===== src/dtu_defines.svh =====
// Widths, reset values and slice positions of the DSP transfer unit
`ifndef DTU_DEFINES_SVH
`define DTU_DEFINES_SVH
`define DTU_WORD_W 16
`define DTU_LONG_W 32
`define DTU_GUARD_W 8
`define DTU_FULL_W 40
`define DTU_SIGN_REP_W 24
`define DTU_REG_COUNT 10
`define DTU_IDX_W 4
`define DTU_WORD_SIGN 15
`define DTU_LONG_SIGN 31
`define DTU_GUARD_SIGN 7
`define DTU_UPPER_LSB 16
`define DTU_GUARD_LSB 32
`define DTU_REG_RST 40'h00_0000_0000
`define DTU_WORD_CLEAR 16'h0000
`define DTU_GUARD_CLEAR 8'h00
`define DTU_LADDR_RST 32'h0000_0000
`define DTU_XADDR_RST 16'h0000
`endif


===== src/dtu_pkg.sv =====
// Types shared by the DSP transfer unit
package dtu_pkg;
	typedef enum logic [1:0] {KIND_NONE, KIND_PARALLEL, KIND_DOUBLE, KIND_SINGLE} dtu_kind_type;
	typedef enum logic [1:0] {XFER_NONE, XFER_LOAD, XFER_STORE} dtu_xfer_type;
	typedef enum logic [1:0] {
		LMOVE_NONE, MOVE_TO_MULT_ACC, MOVE_FROM_MULT_ACC
	} dtu_lmove_type;
	// The first ten values are the physical register file slots
	typedef enum logic [3:0] {
		REG_ACCUMULATOR_FIRST, REG_ACCUMULATOR_SECOND,
		REG_MULT_INPUT_FIRST, REG_MULT_INPUT_SECOND,
		REG_X_INPUT_FIRST, REG_X_INPUT_SECOND,
		REG_Y_INPUT_FIRST, REG_Y_INPUT_SECOND,
		REG_MULT_ACC_LOW, REG_MULT_ACC_HIGH,
		REG_GUARD_FIRST, REG_GUARD_SECOND,
		REG_STATUS
	} dtu_reg_type;

	// Physical slot of a register name; guards map onto their accumulator
	function automatic logic [3:0] dtu_phys(input dtu_reg_type r);
		logic [3:0] idx;
		idx = 4'(r);
		if (r == REG_GUARD_FIRST) begin
			idx = 4'(REG_ACCUMULATOR_FIRST);
		end else if (r == REG_GUARD_SECOND) begin
			idx = 4'(REG_ACCUMULATOR_SECOND);
		end else if (r == REG_STATUS) begin
			idx = 4'(REG_ACCUMULATOR_FIRST);
		end
		return idx;
	endfunction
endpackage


===== src/dtu_load_fmt.sv =====
// Formats a load word or longword into a 40-bit register image
`timescale 1ns/1ps
`include "dtu_defines.svh"
module dtu_load_fmt (
	input  wire logic                    long_in,
	input  wire logic                    guard_dst_in,
	input  wire logic                    has_guard_in,
	input  wire logic [`DTU_LONG_W-1:0]  data_in,
	input  wire logic [`DTU_FULL_W-1:0]  old_in,
	output logic      [`DTU_FULL_W-1:0]  value_out
);
	// Word to upper half with low half cleared, long fills both, sign into guard
	always_comb begin
		value_out = old_in;
		if (guard_dst_in) begin
			value_out = {data_in[`DTU_GUARD_W-1:0], old_in[`DTU_LONG_W-1:0]};
		end else if (long_in) begin
			value_out = {{`DTU_GUARD_W{data_in[`DTU_LONG_SIGN]}}, data_in};
		end else begin
			value_out = {{`DTU_GUARD_W{data_in[`DTU_WORD_SIGN]}},
				data_in[`DTU_WORD_W-1:0], `DTU_WORD_CLEAR};
		end
		// Registers without guard bits keep them clear
		if (!has_guard_in && !guard_dst_in) begin
			value_out[`DTU_FULL_W-1:`DTU_GUARD_LSB] = `DTU_GUARD_CLEAR;
		end
	end
endmodule


===== src/dtu_stall.sv =====
// One-cycle overhead generator for hazards and bus resource conflicts
`timescale 1ns/1ps
module dtu_stall (
	input  wire logic clk_in,
	input  wire logic rst_in,
	input  wire logic conflict_in,
	output logic      stall_out
);
	typedef struct packed {
		logic paid;
	} dtu_stall_state_type;

	dtu_stall_state_type s_ff;
	dtu_stall_state_type nxt_s;

	// Stall once per conflicting line, then let it through
	always_comb begin
		nxt_s = s_ff;
		stall_out = conflict_in && !s_ff.paid;
		nxt_s.paid = stall_out;
	end

	// State register
	always_ff @(posedge clk_in or posedge rst_in) begin
		if (rst_in) begin
			s_ff <= '0;
		end else begin
			s_ff <= nxt_s;
		end
	end
endmodule


===== src/dtu_transfer.sv =====
// DSP data transfer and local move path with conflict resolution
`timescale 1ns/1ps
`include "dtu_defines.svh"
module dtu_transfer (
	input  wire logic                        CLOCK_IN,
	input  wire logic                        RST_IN,
	input  wire logic                        ISSUE_IN,
	input  wire dtu_pkg::dtu_kind_type       KIND_IN,
	input  wire logic                        COND_OK_IN,
	input  wire dtu_pkg::dtu_xfer_type       X_OP_IN,
	input  wire logic                        X_SEL_IN,
	input  wire logic [`DTU_WORD_W-1:0]      X_ADDR_IN,
	input  wire dtu_pkg::dtu_xfer_type       Y_OP_IN,
	input  wire logic                        Y_SEL_IN,
	input  wire logic [`DTU_WORD_W-1:0]      Y_ADDR_IN,
	input  wire dtu_pkg::dtu_xfer_type       S_OP_IN,
	input  wire logic                        S_LONG_IN,
	input  wire dtu_pkg::dtu_reg_type        S_REG_IN,
	input  wire logic [`DTU_LONG_W-1:0]      S_ADDR_IN,
	input  wire dtu_pkg::dtu_lmove_type      LM_OP_IN,
	input  wire logic                        LM_HIGH_IN,
	input  wire logic                        LM_COND_IN,
	input  wire dtu_pkg::dtu_reg_type        LM_REG_IN,
	input  wire logic                        SYS_LOAD_IN,
	input  wire logic                        PROC_DEST_VALID_IN,
	input  wire dtu_pkg::dtu_reg_type        PROC_DEST_IN,
	input  wire logic                        ALU_WE_IN,
	input  wire logic                        ALU_CC_IN,
	input  wire dtu_pkg::dtu_reg_type        ALU_DEST_IN,
	input  wire logic [`DTU_FULL_W-1:0]      ALU_DATA_IN,
	input  wire logic                        MUL_WE_IN,
	input  wire dtu_pkg::dtu_reg_type        MUL_DEST_IN,
	input  wire logic [`DTU_FULL_W-1:0]      MUL_DATA_IN,
	input  wire dtu_pkg::dtu_reg_type        RD_REG_IN,
	input  wire logic [`DTU_WORD_W-1:0]      X_DATA_BUS_IN,
	input  wire logic [`DTU_WORD_W-1:0]      Y_DATA_BUS_IN,
	input  wire logic [`DTU_LONG_W-1:0]      LOCAL_DATA_BUS_IN,
	input  wire logic                        FETCH_REQ_IN,
	output logic      [`DTU_WORD_W-1:0]      X_ADDRESS_BUS_OUT,
	output logic                             X_RD_OUT,
	output logic                             X_WR_OUT,
	output logic      [`DTU_WORD_W-1:0]      X_DATA_BUS_OUT,
	output logic      [`DTU_WORD_W-1:0]      Y_ADDRESS_BUS_OUT,
	output logic                             Y_RD_OUT,
	output logic                             Y_WR_OUT,
	output logic      [`DTU_WORD_W-1:0]      Y_DATA_BUS_OUT,
	output logic      [`DTU_LONG_W-1:0]      LOCAL_ADDRESS_BUS_OUT,
	output logic                             LOCAL_RD_OUT,
	output logic                             LOCAL_WR_OUT,
	output logic                             LOCAL_LONG_OUT,
	output logic      [`DTU_LONG_W-1:0]      LOCAL_DATA_BUS_OUT,
	output logic                             FETCH_GRANT_OUT,
	output logic                             STALL_OUT,
	output logic                             CC_UPDATE_OUT,
	output logic      [`DTU_FULL_W-1:0]      RD_DATA_OUT
);
	localparam logic [3:0] IDX_ACC1 = 4'(dtu_pkg::REG_ACCUMULATOR_FIRST);
	localparam logic [3:0] IDX_ACC2 = 4'(dtu_pkg::REG_ACCUMULATOR_SECOND);
	localparam logic [3:0] IDX_X1 = 4'(dtu_pkg::REG_X_INPUT_FIRST);
	localparam logic [3:0] IDX_X2 = 4'(dtu_pkg::REG_X_INPUT_SECOND);
	localparam logic [3:0] IDX_Y1 = 4'(dtu_pkg::REG_Y_INPUT_FIRST);
	localparam logic [3:0] IDX_Y2 = 4'(dtu_pkg::REG_Y_INPUT_SECOND);
	localparam logic [3:0] IDX_MULT_ACC_LOW_REG = 4'(dtu_pkg::REG_MULT_ACC_LOW);
	localparam logic [3:0] IDX_MULT_ACC_HIGH_REG = 4'(dtu_pkg::REG_MULT_ACC_HIGH);

	typedef struct packed {
		logic [`DTU_REG_COUNT-1:0][`DTU_FULL_W-1:0] regs;
		logic                        px_v;
		logic                        px_sel;
		logic                        py_v;
		logic                        py_sel;
		logic                        ps_v;
		logic                        ps_long;
		dtu_pkg::dtu_reg_type        ps_reg;
		logic                        prev_v;
		logic [`DTU_IDX_W-1:0]       prev_idx;
		logic [`DTU_WORD_W-1:0]      x_addr;
		logic                        x_rd;
		logic                        x_wr;
		logic [`DTU_WORD_W-1:0]      x_wd;
		logic [`DTU_WORD_W-1:0]      y_addr;
		logic                        y_rd;
		logic                        y_wr;
		logic [`DTU_WORD_W-1:0]      y_wd;
		logic [`DTU_LONG_W-1:0]      l_addr;
		logic                        l_rd;
		logic                        l_wr;
		logic                        l_long;
		logic [`DTU_LONG_W-1:0]      l_wd;
		logic [`DTU_FULL_W-1:0]      rd_data;
	} dtu_state_type;

	dtu_state_type s_ff;
	dtu_state_type nxt_s;

	logic                    mem_kind;
	logic                    sgl_kind;
	logic                    x_load;
	logic                    x_store;
	logic                    y_load;
	logic                    y_store;
	logic                    s_load;
	logic                    s_store;
	logic                    s_legal;
	logic                    lm_go;
	logic                    lm_to;
	logic                    lm_from;
	logic                    haz_store;
	logic                    haz_lmove;
	logic                    haz_bus;
	logic                    conflict;
	logic                    stall;
	logic                    accept;
	logic [`DTU_IDX_W-1:0]   x_src_idx;
	logic [`DTU_IDX_W-1:0]   y_src_idx;
	logic [`DTU_IDX_W-1:0]   s_idx;
	logic [`DTU_IDX_W-1:0]   lm_idx;
	logic [`DTU_IDX_W-1:0]   alu_idx;
	logic [`DTU_IDX_W-1:0]   mul_idx;
	logic [`DTU_IDX_W-1:0]   px_idx;
	logic [`DTU_IDX_W-1:0]   py_idx;
	logic [`DTU_IDX_W-1:0]   ps_idx;
	logic                    s_guard;
	logic                    ps_guard;
	logic [`DTU_WORD_W-1:0]  x_st_data;
	logic [`DTU_WORD_W-1:0]  y_st_data;
	logic [`DTU_LONG_W-1:0]  s_st_data;
	logic [`DTU_FULL_W-1:0]  fx_val;
	logic [`DTU_FULL_W-1:0]  fy_val;
	logic [`DTU_FULL_W-1:0]  fs_val;
	logic [`DTU_FULL_W-1:0]  lm_src;

	// Decode of the presented line
	// parallel line carries processing plus both transfer slots
	// double line shares the X/Y slots and ignores conditions
	assign mem_kind = (KIND_IN == dtu_pkg::KIND_PARALLEL) || (KIND_IN == dtu_pkg::KIND_DOUBLE);
	assign sgl_kind = KIND_IN == dtu_pkg::KIND_SINGLE;
	// transfer strobes never look at COND_OK_IN
	assign x_load = ISSUE_IN && mem_kind && (X_OP_IN == dtu_pkg::XFER_LOAD);
	assign x_store = ISSUE_IN && mem_kind && (X_OP_IN == dtu_pkg::XFER_STORE);
	assign y_load = ISSUE_IN && mem_kind && (Y_OP_IN == dtu_pkg::XFER_LOAD);
	assign y_store = ISSUE_IN && mem_kind && (Y_OP_IN == dtu_pkg::XFER_STORE);
	// the status register is never a single-transfer operand
	assign s_legal = S_REG_IN != dtu_pkg::REG_STATUS;
	assign s_load = ISSUE_IN && sgl_kind && s_legal && (S_OP_IN == dtu_pkg::XFER_LOAD);
	assign s_store = ISSUE_IN && sgl_kind && s_legal && (S_OP_IN == dtu_pkg::XFER_STORE);
	assign lm_go = ISSUE_IN && (LM_OP_IN != dtu_pkg::LMOVE_NONE) &&
		(LM_REG_IN != dtu_pkg::REG_STATUS) && (!LM_COND_IN || COND_OK_IN);
	assign lm_to = lm_go && (LM_OP_IN == dtu_pkg::MOVE_TO_MULT_ACC);
	assign lm_from = lm_go && (LM_OP_IN == dtu_pkg::MOVE_FROM_MULT_ACC);

	// Register indices
	// parallel stores come only from the two accumulators
	assign x_src_idx = X_SEL_IN ? IDX_ACC2 : IDX_ACC1;
	assign y_src_idx = Y_SEL_IN ? IDX_ACC2 : IDX_ACC1;
	assign s_idx = dtu_pkg::dtu_phys(S_REG_IN);
	assign lm_idx = dtu_pkg::dtu_phys(LM_REG_IN);
	assign alu_idx = dtu_pkg::dtu_phys(ALU_DEST_IN);
	assign mul_idx = dtu_pkg::dtu_phys(MUL_DEST_IN);
	// X loads land in X inputs, Y loads in Y inputs
	assign px_idx = s_ff.px_sel ? IDX_X2 : IDX_X1;
	assign py_idx = s_ff.py_sel ? IDX_Y2 : IDX_Y1;
	assign ps_idx = dtu_pkg::dtu_phys(s_ff.ps_reg);
	assign s_guard = (S_REG_IN == dtu_pkg::REG_GUARD_FIRST) ||
		(S_REG_IN == dtu_pkg::REG_GUARD_SECOND);
	assign ps_guard = (s_ff.ps_reg == dtu_pkg::REG_GUARD_FIRST) ||
		(s_ff.ps_reg == dtu_pkg::REG_GUARD_SECOND);

	// Conflict detection feeding the one-cycle overhead
	// store source produced by the previous processing line
	assign haz_store = s_ff.prev_v && ((x_store && (x_src_idx == s_ff.prev_idx)) ||
		(y_store && (y_src_idx == s_ff.prev_idx)) || (s_store && (s_idx == s_ff.prev_idx)));
	// local move shares hardware with the X-side parallel move
	assign haz_lmove = lm_go && mem_kind && (X_OP_IN != dtu_pkg::XFER_NONE);
	// internal bus shared with the X-side load, regardless of operands
	assign haz_bus = (lm_to || (ISSUE_IN && SYS_LOAD_IN)) && x_load;
	assign conflict = haz_store || haz_lmove || haz_bus;

	dtu_stall u_stall (
		.clk_in      (CLOCK_IN),
		.rst_in      (RST_IN),
		.conflict_in (conflict),
		.stall_out   (stall)
	);

	assign accept = ISSUE_IN && !stall;
	assign STALL_OUT = stall;
	// the data transfer owns the local bus; fetch waits a cycle
	assign FETCH_GRANT_OUT = FETCH_REQ_IN && !(accept && (s_load || s_store));
	// only the processing unit may request a condition code update
	assign CC_UPDATE_OUT = ALU_WE_IN && ALU_CC_IN;

	// Store data selection
	// parallel stores move the upper word only
	assign x_st_data = s_ff.regs[x_src_idx][`DTU_LONG_W-1:`DTU_UPPER_LSB];
	assign y_st_data = s_ff.regs[y_src_idx][`DTU_LONG_W-1:`DTU_UPPER_LSB];
	always_comb begin
		s_st_data = {`DTU_WORD_CLEAR, s_ff.regs[s_idx][`DTU_LONG_W-1:`DTU_UPPER_LSB]};
		if (s_guard) begin
			// guard value sign-extended across the upper 24 bits
			s_st_data = {{`DTU_SIGN_REP_W{s_ff.regs[s_idx][`DTU_FULL_W-1]}},
				s_ff.regs[s_idx][`DTU_FULL_W-1:`DTU_GUARD_LSB]};
		end else if (S_LONG_IN) begin
			s_st_data = s_ff.regs[s_idx][`DTU_LONG_W-1:0];
		end
	end

	// Load formatters for the X, Y and local return paths
	// parallel loads are word loads into guardless registers
	dtu_load_fmt u_fmt_x (
		.long_in      (1'b0),
		.guard_dst_in (1'b0),
		.has_guard_in (1'b0),
		.data_in      ({`DTU_WORD_CLEAR, X_DATA_BUS_IN}),
		.old_in       (s_ff.regs[px_idx]),
		.value_out    (fx_val)
	);
	dtu_load_fmt u_fmt_y (
		.long_in      (1'b0),
		.guard_dst_in (1'b0),
		.has_guard_in (1'b0),
		.data_in      ({`DTU_WORD_CLEAR, Y_DATA_BUS_IN}),
		.old_in       (s_ff.regs[py_idx]),
		.value_out    (fy_val)
	);
	dtu_load_fmt u_fmt_s (
		.long_in      (s_ff.ps_long),
		.guard_dst_in (ps_guard),
		.has_guard_in ((ps_idx == IDX_ACC1) || (ps_idx == IDX_ACC2)),
		.data_in      (LOCAL_DATA_BUS_IN),
		.old_in       (s_ff.regs[ps_idx]),
		.value_out    (fs_val)
	);

	// Local move source: sign into guard only when an accumulator receives it
	always_comb begin
		lm_src = {`DTU_GUARD_CLEAR, s_ff.regs[LM_HIGH_IN ? IDX_MULT_ACC_HIGH_REG : IDX_MULT_ACC_LOW_REG][`DTU_LONG_W-1:0]};
		if ((lm_idx == IDX_ACC1) || (lm_idx == IDX_ACC2)) begin
			lm_src[`DTU_FULL_W-1:`DTU_GUARD_LSB] = {`DTU_GUARD_W{lm_src[`DTU_LONG_SIGN]}};
		end
	end

	// Next state: bus strobes, pending loads and ordered register writes
	always_comb begin
		nxt_s = s_ff;
		// X slot drives only X memory, Y slot only Y memory
		nxt_s.x_rd = accept && x_load;
		nxt_s.x_wr = accept && x_store;
		if (accept && (x_load || x_store)) begin
			nxt_s.x_addr = X_ADDR_IN;
		end
		if (accept && x_store) begin
			nxt_s.x_wd = x_st_data;
		end
		nxt_s.y_rd = accept && y_load;
		nxt_s.y_wr = accept && y_store;
		if (accept && (y_load || y_store)) begin
			nxt_s.y_addr = Y_ADDR_IN;
		end
		if (accept && y_store) begin
			nxt_s.y_wd = y_st_data;
		end
		// full 32-bit address from an X or extra pointer
		nxt_s.l_rd = accept && s_load;
		nxt_s.l_wr = accept && s_store;
		if (accept && (s_load || s_store)) begin
			nxt_s.l_addr = S_ADDR_IN;
			nxt_s.l_long = S_LONG_IN;
		end
		if (accept && s_store) begin
			nxt_s.l_wd = s_st_data;
		end
		// Loads complete one cycle after the strobe
		nxt_s.px_v = accept && x_load;
		nxt_s.py_v = accept && y_load;
		nxt_s.ps_v = accept && s_load;
		if (accept && x_load) begin
			nxt_s.px_sel = X_SEL_IN;
		end
		if (accept && y_load) begin
			nxt_s.py_sel = Y_SEL_IN;
		end
		if (accept && s_load) begin
			nxt_s.ps_long = S_LONG_IN;
			nxt_s.ps_reg = S_REG_IN;
		end
		// Producer of the line just accepted
		nxt_s.prev_v = accept && PROC_DEST_VALID_IN;
		nxt_s.prev_idx = dtu_pkg::dtu_phys(PROC_DEST_IN);
		// multiply dropped when the ALU names the same register
		if (MUL_WE_IN && !(ALU_WE_IN && (alu_idx == mul_idx))) begin
			nxt_s.regs[mul_idx] = MUL_DATA_IN;
		end
		if (accept && lm_to) begin
			nxt_s.regs[LM_HIGH_IN ? IDX_MULT_ACC_HIGH_REG : IDX_MULT_ACC_LOW_REG] =
				{`DTU_GUARD_CLEAR, s_ff.regs[lm_idx][`DTU_LONG_W-1:0]};
		end
		// copy out of a multiply-accumulate register
		if (accept && lm_from) begin
			nxt_s.regs[lm_idx] = lm_src;
		end
		// loads dropped when the ALU names the same register
		if (s_ff.px_v && !(ALU_WE_IN && (alu_idx == px_idx))) begin
			nxt_s.regs[px_idx] = fx_val;
		end
		if (s_ff.py_v && !(ALU_WE_IN && (alu_idx == py_idx))) begin
			nxt_s.regs[py_idx] = fy_val;
		end
		if (s_ff.ps_v && !(ALU_WE_IN && (alu_idx == ps_idx))) begin
			nxt_s.regs[ps_idx] = fs_val;
		end
		// ALU write has the last word
		if (ALU_WE_IN) begin
			nxt_s.regs[alu_idx] = ALU_DATA_IN;
		end
		nxt_s.rd_data = s_ff.regs[dtu_pkg::dtu_phys(RD_REG_IN)];
	end

	// State register
	always_ff @(posedge CLOCK_IN or posedge RST_IN) begin
		if (RST_IN) begin
			s_ff <= '0;
		end else begin
			s_ff <= nxt_s;
		end
	end

	// Registered outputs
	assign X_ADDRESS_BUS_OUT = s_ff.x_addr;
	assign X_RD_OUT = s_ff.x_rd;
	assign X_WR_OUT = s_ff.x_wr;
	assign X_DATA_BUS_OUT = s_ff.x_wd;
	assign Y_ADDRESS_BUS_OUT = s_ff.y_addr;
	assign Y_RD_OUT = s_ff.y_rd;
	assign Y_WR_OUT = s_ff.y_wr;
	assign Y_DATA_BUS_OUT = s_ff.y_wd;
	assign LOCAL_ADDRESS_BUS_OUT = s_ff.l_addr;
	assign LOCAL_RD_OUT = s_ff.l_rd;
	assign LOCAL_WR_OUT = s_ff.l_wr;
	assign LOCAL_LONG_OUT = s_ff.l_long;
	assign LOCAL_DATA_BUS_OUT = s_ff.l_wd;
	assign RD_DATA_OUT = s_ff.rd_data;
endmodule


===== config.mk =====
export PLATFORM = sky130hd
export DESIGN_NAME = dtu_transfer
export DESIGN_NICKNAME = d
export VERILOG_FILES = /design/src/dtu_pkg.sv /design/src/dtu_load_fmt.sv /design/src/dtu_stall.sv /design/src/dtu_transfer.sv
export VERILOG_INCLUDE_DIRS = /design/src
export SDC_FILE = /design/constraint.sdc
export NUM_CORES = 2
export LEC_CHECK = 0
export BUFFER_PORTS_ARGS = -buffer_cell sky130_fd_sc_hd__buf_2
export CAP_MARGIN = 20
export CORE_MARGIN = 2
export CORE_UTILIZATION = 35
export DETAILED_ROUTE_END_ITERATION = 12
export HOLD_SLACK_MARGIN = 0.12
export PLACE_DENSITY_LB_ADDON = 0.05
export SLEW_MARGIN = 20
export SYNTH_ARGS = -nofsm -noshare
export SYNTH_HDL_FRONTEND = slang
export SYNTH_SLANG_ARGS = --single-unit
export TNS_END_PERCENT = 20

===== constraint.sdc =====
create_clock -name CLOCK_IN -period 18.2 [get_ports CLOCK_IN]
set_input_delay 1.82 -clock CLOCK_IN [delete_from_list [all_inputs] [get_ports CLOCK_IN]]
set_output_delay 1.82 -clock CLOCK_IN [all_outputs]
set_load 0.1 [all_outputs]

# After elaboration in Yosys (flattened, before gate mapping)
# Cells that the tools add are included.
dict set report totals {
  regBits 588
  elab_cells 248
  output_inout_bits 178
}
dict set report op_classes {
  mux 74
  n_reduce_logical 82
  n_eq_ne 43
  n_lt_le_gt_ge 18
}
# cell n
set ops {}
lappend ops {{400-bit bitwise mux} 7}
lappend ops {{400-bit 2-to-1 mux} 7}
lappend ops {{40-bit binary-select mux with 4-bit select} 7}
lappend ops {{40-bit demux with 4-bit select} 7}
lappend ops {{40-bit 2-to-1 mux} 11}
lappend ops {{32-bit 2-to-1 mux} 7}
lappend ops {{4-bit == test, second input constant} 21}
lappend ops {{4-bit 2-to-1 mux} 21}
lappend ops {{1-bit logical AND} 54}
lappend ops {{4-bit by 5-bit < comparator with 1-bit output, second input constant} 7}
lappend ops {{4-bit by 1-bit >= comparator with 1-bit output, second input constant} 5}
lappend ops {{8-bit 2-to-1 mux} 2}
lappend ops {{1-bit logical OR} 14}
lappend ops {{2-bit == test, second input constant} 6}
lappend ops {{4-bit == test} 3}
lappend ops {{2-bit by 1-bit == test with 1-bit output, second input constant} 5}
lappend ops {{1-bit zero test} 10}
lappend ops {{1-bit by 5-bit < comparator with 1-bit output, second input constant} 2}
lappend ops {{3-bit by 5-bit < comparator with 1-bit output, second input constant} 2}
lappend ops {{1-bit by 4-bit == test with 1-bit output} 2}
lappend ops {{4-bit by 1-bit == test with 1-bit output, second input constant} 2}
lappend ops {{4-bit by 3-bit == test with 1-bit output} 2}
lappend ops {{4-bit zero test} 2}
lappend ops {{4-bit inequality test, second input constant} 2}
lappend ops {{other kinds (3)} 9}

# Depth between registers and ports, before layout
dict set report logic_depth {
  depth_word 25
  ltp_mapped 13
  mapped_depth_nobuf 9
}

# Hierarchy
# Synthesis repeated with hierarchy kept, for this count alone.
dict set report unflattened {
  hier_cells 5553
  hier_area_um2 49530.0
}
# mod cells_per_inst instances area_per_inst_um2
set modules_own_cells {}
lappend modules_own_cells {dtu_transfer 5265 1 47648.2}
lappend modules_own_cells {dtu_load_fmt 95 3 613.1}
lappend modules_own_cells {dtu_stall 3 1 42.5}

# Least setup slack after synthesis
# Ideal clock, no wire load.
dict set report synth_timing {
  kind {input to output}
  start {in S_REG_IN[0]}
  end {out FETCH_GRANT_OUT}
  arrival_ps 4902
  t_required_ps 16380
  n_path_buf 3
  setup_slack_ps 11478
  path_stages 10
  path_cell_list {buf_2 a311o_1 a211o_1 or3_1 a31o_1 buf_6 inv_2 or3_4 clkbuf_1 and3_1}
}
dict set report synth_between {
  elab_chain_cells 16
  word_cells_on_any_way 23
  cone_classes {eq/ne: 5; mux: 3; reduce/logical: 15}
}
# item line_no
set synth_rtl {}
lappend synth_rtl {{start, declared} dtu_transfer.sv:18} ;# input wire dtu_pkg::dtu_reg_type S_REG_IN,
lappend synth_rtl {{4-bit == test} dtu_pkg.sv:27} ;# end else if (r == REG_STATUS) begin
lappend synth_rtl {{4-bit 2-to-1 mux} dtu_pkg.sv:27}
lappend synth_rtl {{4-bit 2-to-1 mux} dtu_pkg.sv:25} ;# end else if (r == REG_GUARD_SECOND) begin
lappend synth_rtl {{4-bit 2-to-1 mux} dtu_pkg.sv:23} ;# if (r == REG_GUARD_FIRST) begin
lappend synth_rtl {{4-bit == test} dtu_transfer.sv:172} ;# (y_store && (y_src_idx == s_ff.prev_idx)) || (s_store && (s_idx == s_ff.prev_idx)));
lappend synth_rtl {{1-bit logical AND (*)} dtu_transfer.sv:172}
lappend synth_rtl {{1-bit logical OR (*)} dtu_transfer.sv:172}
lappend synth_rtl {{1-bit logical AND (*)} dtu_transfer.sv:171} ;# assign haz_store = s_ff.prev_v && ((x_store && (x_src_idx == s_ff.prev_idx)) ||
lappend synth_rtl {{1-bit logical OR (*) (2 in series)} dtu_transfer.sv:177} ;# assign conflict = haz_store || haz_lmove || haz_bus;
lappend synth_rtl {{1-bit logical AND (*)} dtu_stall.sv:19} ;# stall_out = conflict_in && !s_ff.paid;
lappend synth_rtl {{via STALL_OUT} dtu_transfer.sv:53} ;# output logic STALL_OUT,
lappend synth_rtl {{1-bit zero test (*)} dtu_transfer.sv:186} ;# assign accept = ISSUE_IN && !stall;
lappend synth_rtl {{1-bit logical AND (*)} dtu_transfer.sv:186}
lappend synth_rtl {{1-bit logical AND (*)} dtu_transfer.sv:189} ;# assign FETCH_GRANT_OUT = FETCH_REQ_IN && !(accept && (s_load || s_store));
lappend synth_rtl {{1-bit zero test (*)} dtu_transfer.sv:189}
lappend synth_rtl {{1-bit logical AND (*)} dtu_transfer.sv:189}
lappend synth_rtl {{end, declared} dtu_transfer.sv:52} ;# output logic FETCH_GRANT_OUT,
# Mark *: on every way through the listed nets, which the timed path passes. The rest lies on a longest branch.

# Worst setup path after layout
dict set report layout_timing {
  start {in S_REG_IN[0]}
  end {out FETCH_GRANT_OUT}
}
dict set report layout_between {
  elab_chain_cells 16
  word_cells_on_any_way 23
  cone_classes {eq/ne: 5; mux: 3; reduce/logical: 15}
}
# item line_no
set layout_rtl {}
lappend layout_rtl {{4-bit == test} dtu_pkg.sv:27}
lappend layout_rtl {{4-bit 2-to-1 mux} dtu_pkg.sv:27}
lappend layout_rtl {{4-bit 2-to-1 mux} dtu_pkg.sv:25}
lappend layout_rtl {{4-bit 2-to-1 mux} dtu_pkg.sv:23}
lappend layout_rtl {{4-bit == test} dtu_transfer.sv:172}
lappend layout_rtl {{1-bit logical AND} dtu_transfer.sv:172}
lappend layout_rtl {{1-bit logical OR} dtu_transfer.sv:172}
lappend layout_rtl {{1-bit logical AND} dtu_transfer.sv:171}
lappend layout_rtl {{1-bit logical OR (2 in series)} dtu_transfer.sv:177}
lappend layout_rtl {{1-bit logical AND} dtu_stall.sv:19}
lappend layout_rtl {{1-bit zero test} dtu_transfer.sv:186}
lappend layout_rtl {{1-bit logical AND} dtu_transfer.sv:186}
lappend layout_rtl {{1-bit logical AND (*)} dtu_transfer.sv:189}
lappend layout_rtl {{1-bit zero test (*)} dtu_transfer.sv:189}
lappend layout_rtl {{1-bit logical AND (*)} dtu_transfer.sv:189}
# Every way passes the cells marked *; elsewhere a longest branch is shown, timed or not.

==> summary.md <==
| Metric | Value |
|---|---|
| Status | `finished clean` |
| Layout cells sized above 1 | `30.1%` |
| Largest net degree at the start of global routing | `138` |
| R2R Setup Slk | `13.23 ns` |
| Arr. time, crit path | `5.54 ns` |
| Synth unique cells | `83` |
| Layout Nets | `4492` |
| Slew headroom | `11.0%` |
| CTS H-tree lvls | `3` |
| Root Buffer Master | `clkbuf_16` |
| Remaining DRCs | `0` |
| Synth Area in Compound Gates | `19.7%` |
| Hold path cells | `2` |
| Die Span X | `355 um` |
| CTS resizes | `0` |
| Kind of critical path | `in -> out` |
| Unrepaired setup endpoints after global routing | `false` |
| First-pass DRT Iterations | `9` |
| Main combinational cell family by area after synthesis | `multiplexers` |
| Gr ovfl total | `0` |
| Area share of the largest cell type after synthesis | `34.1%` |
| Critical Path Sink Type | `output port` |
| Synth Area in Simple Gates | `6.88%` |
| Final min period | `7.36 ns` |
| Buffer count from post-CTS setup fixing | `0` |
| Cell area after placement | `0.0458 mm^2` |
| Mean post-synth cell area | `10.3 um^2` |
| Fin Setup TNS | `0 ns` |
| Mapped Nets | `4443` |
| Syn Inst Count | `4185` |
| Placed Cells | `5776` |
| Yosys top cell by area | `dfrtp_1` |
| R2R depth | `9` |
| Setup Viol. Count Final | `0` |
| CP required | `16.38 ns` |
| Mux cell area share after synthesis | `31.5%` |
| LEAKAGE | `19.9 nW` |
| DR iter-0 viols | `5365` |
| RR Startpoint | `s_ff[182]$_DFFE_PP0P_` |
| Synth top area cells | `dfrtp_1 34%, mux2i_1 13%, mux4_2 12%` |
| Post-layout util | `39.6%` |
| GPL Wtd Cong | `0.891` |
| Final Skew | `0.0255 ns` |
| Synth Area in Adders | `0.0290%` |
| Clk pin slew, worst setup/hold paths | `0.06 ns` |
| Share of flip-flops with an asynchronous set or reset | `100%` |
| Critical path peak fanout | `58` |
| Area delta synth->final | `12.1%` |
| # hold bufs at CTS | `0` |
| Worst hold slack | `0.478 ns` |
| Max Slew Vio Count | `0` |
| Slew at the pin closest to its max-slew limit | `1.30 ns` |
| CTS tree | `yes` |
| Ys flop type | `dfrtp_1` |
| Register area share after synthesis | `34.1%` |
| IO Port Bufs | `434` |
| Max frequency | `136 MHz` |
| Hold Startpoint | `LOCAL_DATA_BUS_OUT[27]$_DFFE_PP0P_` |
| Overall routing resource usage | `35.1%` |
| Die area | `0.126 mm^2` |
| CP cell instances | `buf_6 -> buf_4 -> nand4bb_1 -> nand4_1 -> a211o_1 -> or3_1 -> a31o_1 -> inv_2 -> or3_4 -> and3_1 -> buf_2` |
| Initial Util | `35.4%` |
| Layout Cells excl Fill | `5923` |
| Vias | `39600` |
| Final instance area | `0.0484 mm^2` |
| PwrDens | `137 mW/mm^2` |
| First-pass GRT wire length | `315000 um` |
| Clk sink count | `588` |
| Die Height | `355 um` |
| Crit path largest cell delay | `0.62 ns` |
| Post-route setup slack | `10.84 ns` |
| Vias in the first global route | `38500` |
| CP startpoint kind | `input port` |
| HPWL Detailed | `142000 um` |
| Final Power | `6.63 mW` |
| Crit-path slowest cell | `buf_4` |
| FF+latch count, synth | `588` |
| Routed vias/inst | `6.69` |
| Worst VDD drop | `0.112 mV` |
| YS warnings | `0` |
| Ports | `435` |
| Antenna-violating nets left | `0` |
| Reg2reg end | `s_ff[389]$_DFF_PP0_` |
| Hold Path Class | `reg -> reg` |
| Worst-skew pair later-pin latency | `0.68 ns` |
| Post-place setup slack | `10.85 ns` |
| XOR/XNOR Fraction of Synth Area | `0.319%` |
| Hold Vio Cnt, Final | `0` |
| Final worst path period share | `40.4%` |
| WL/cell | `38.5 um` |
| Synth Cell Area | `0.0432 mm^2` |
| CTS buffer count | `80` |
| Worst Hold Endpoint | `LOCAL_DATA_BUS_OUT[27]$_DFFE_PP0P_` |
| Cell Rows | `128` |
| Antenna violations before repair | `23` |
| Number of flops mapped to enable cells by yosys | `0` |
| Max-cap viol count | `0` |
| Max Buffers Root-to-Sink | `3` |
| WL final | `228000 um` |
| Core area | `0.122 mm^2` |
| Filler cells | `12100` |
==> cells in the final DEF, fill, tap and decap left out, types with 178 or more instances in the layout <==
master,instances
dfrtp_1,586
mux2_2,235
mux4_2,224
a21oi_1,222
nor2_1,219
buf_2,430
o21ai_0,178
o22ai_1,217
mux2i_1,547
nand2_1,237
a22oi_1,189
==> synth_stat cells, drive strengths merged, types with 20 or more instances <==
master  number
dfrtp      588
mux2i      547
buf        344
clkbuf     277
mux2       265
nand2      242
nor2       235
a21oi      225
mux4       224
o22ai      218
o21ai      215
a22oi      189
o221ai     110
nor2b       44
a221oi      40
o211ai      37
a22o        34
a211oi      32
and3        27
a211o       25
a221o       24
inv         20
==> flip-flops by register name, summed over array words and instances, names as in the netlist <==
name,cells
s_ff,412
RD_DATA_OUT,40
LOCAL_ADDRESS_BUS_OUT,32
LOCAL_DATA_BUS_OUT,32
X_ADDRESS_BUS_OUT,16
X_DATA_BUS_OUT,16
Y_ADDRESS_BUS_OUT,16
Y_DATA_BUS_OUT,16
LOCAL_LONG_OUT,1
LOCAL_RD_OUT,1
LOCAL_WR_OUT,1
X_RD_OUT,1
X_WR_OUT,1
Y_RD_OUT,1
Y_WR_OUT,1
u_stall.s_ff,1
==> power breakdown <==
group	switching [mW]	internal (mW)	leakage, nW
Combinational	1.91	0.980	11.4
Clock	0.685	0.923	1.24
Sequential	0.437	1.69	7.22
Total	3.03	3.59	19.9
==> cell families (layout without fill, tap and decap cells) <==
kind of cell    after synthesis  in the layout
compound gates             1254           1254
mux                        1036           1036
simple gates                651            651
buf+inv                     641            747
flops                       588            588
xor+xnor                     14             14
fa+ha+maj                     1              1
other cells                   0              7
==> worst max-delay path: cells and delay by family <==
kind | cells | cell delay [ns]
buffers and inverters | 4 | 1.50
AND/OR/NAND/NOR | 5 | 1.48
AO/OA/AOI/OAI | 2 | 0.69
==> worst max path at each step <==
stage	startpoint	endpoint	slack (ns)	cells past startpoint
global placement	S_REG_IN[0]	FETCH_GRANT_OUT	10.82	11
finish	S_REG_IN[0]	FETCH_GRANT_OUT	10.84	11
detailed placement	S_REG_IN[0]	FETCH_GRANT_OUT	10.85	11
floorplan	RST_IN	LOCAL_ADDRESS_BUS_OUT[0]$_DFFE_PP0P_	8.36	1
CTS	S_REG_IN[0]	FETCH_GRANT_OUT	10.86	11
global route	S_REG_IN[0]	FETCH_GRANT_OUT	10.67	11
==> area by class of cell <==
class	instances	area [um^2]	share of cell area, %
Multi-Input combinational cell	2956	25600	52.9
Clock inverter	20	231	0.479
Timing Repair Buffer	588	3380	6.99
Antenna cell	7	17.5	0.0362
Tap cell	1625	2030	4.20
Sequential cell	588	14700	30.4
Clock buffer	119	2320	4.80
Inverter	20	78.8	0.163
==> metal layers <==
layer / routed length [um] / part of all wire [%] / GRT usage [%]
met3: 26800 / 12 / 11.4
met1: 93800 / 41 / 47.8
met4: 11900 / 5.2 / 15.9
met2: 95700 / 42 / 50.5
met5: 138 / 0.060 / 0
Note: power is estimated with default switching activity, not from simulation.
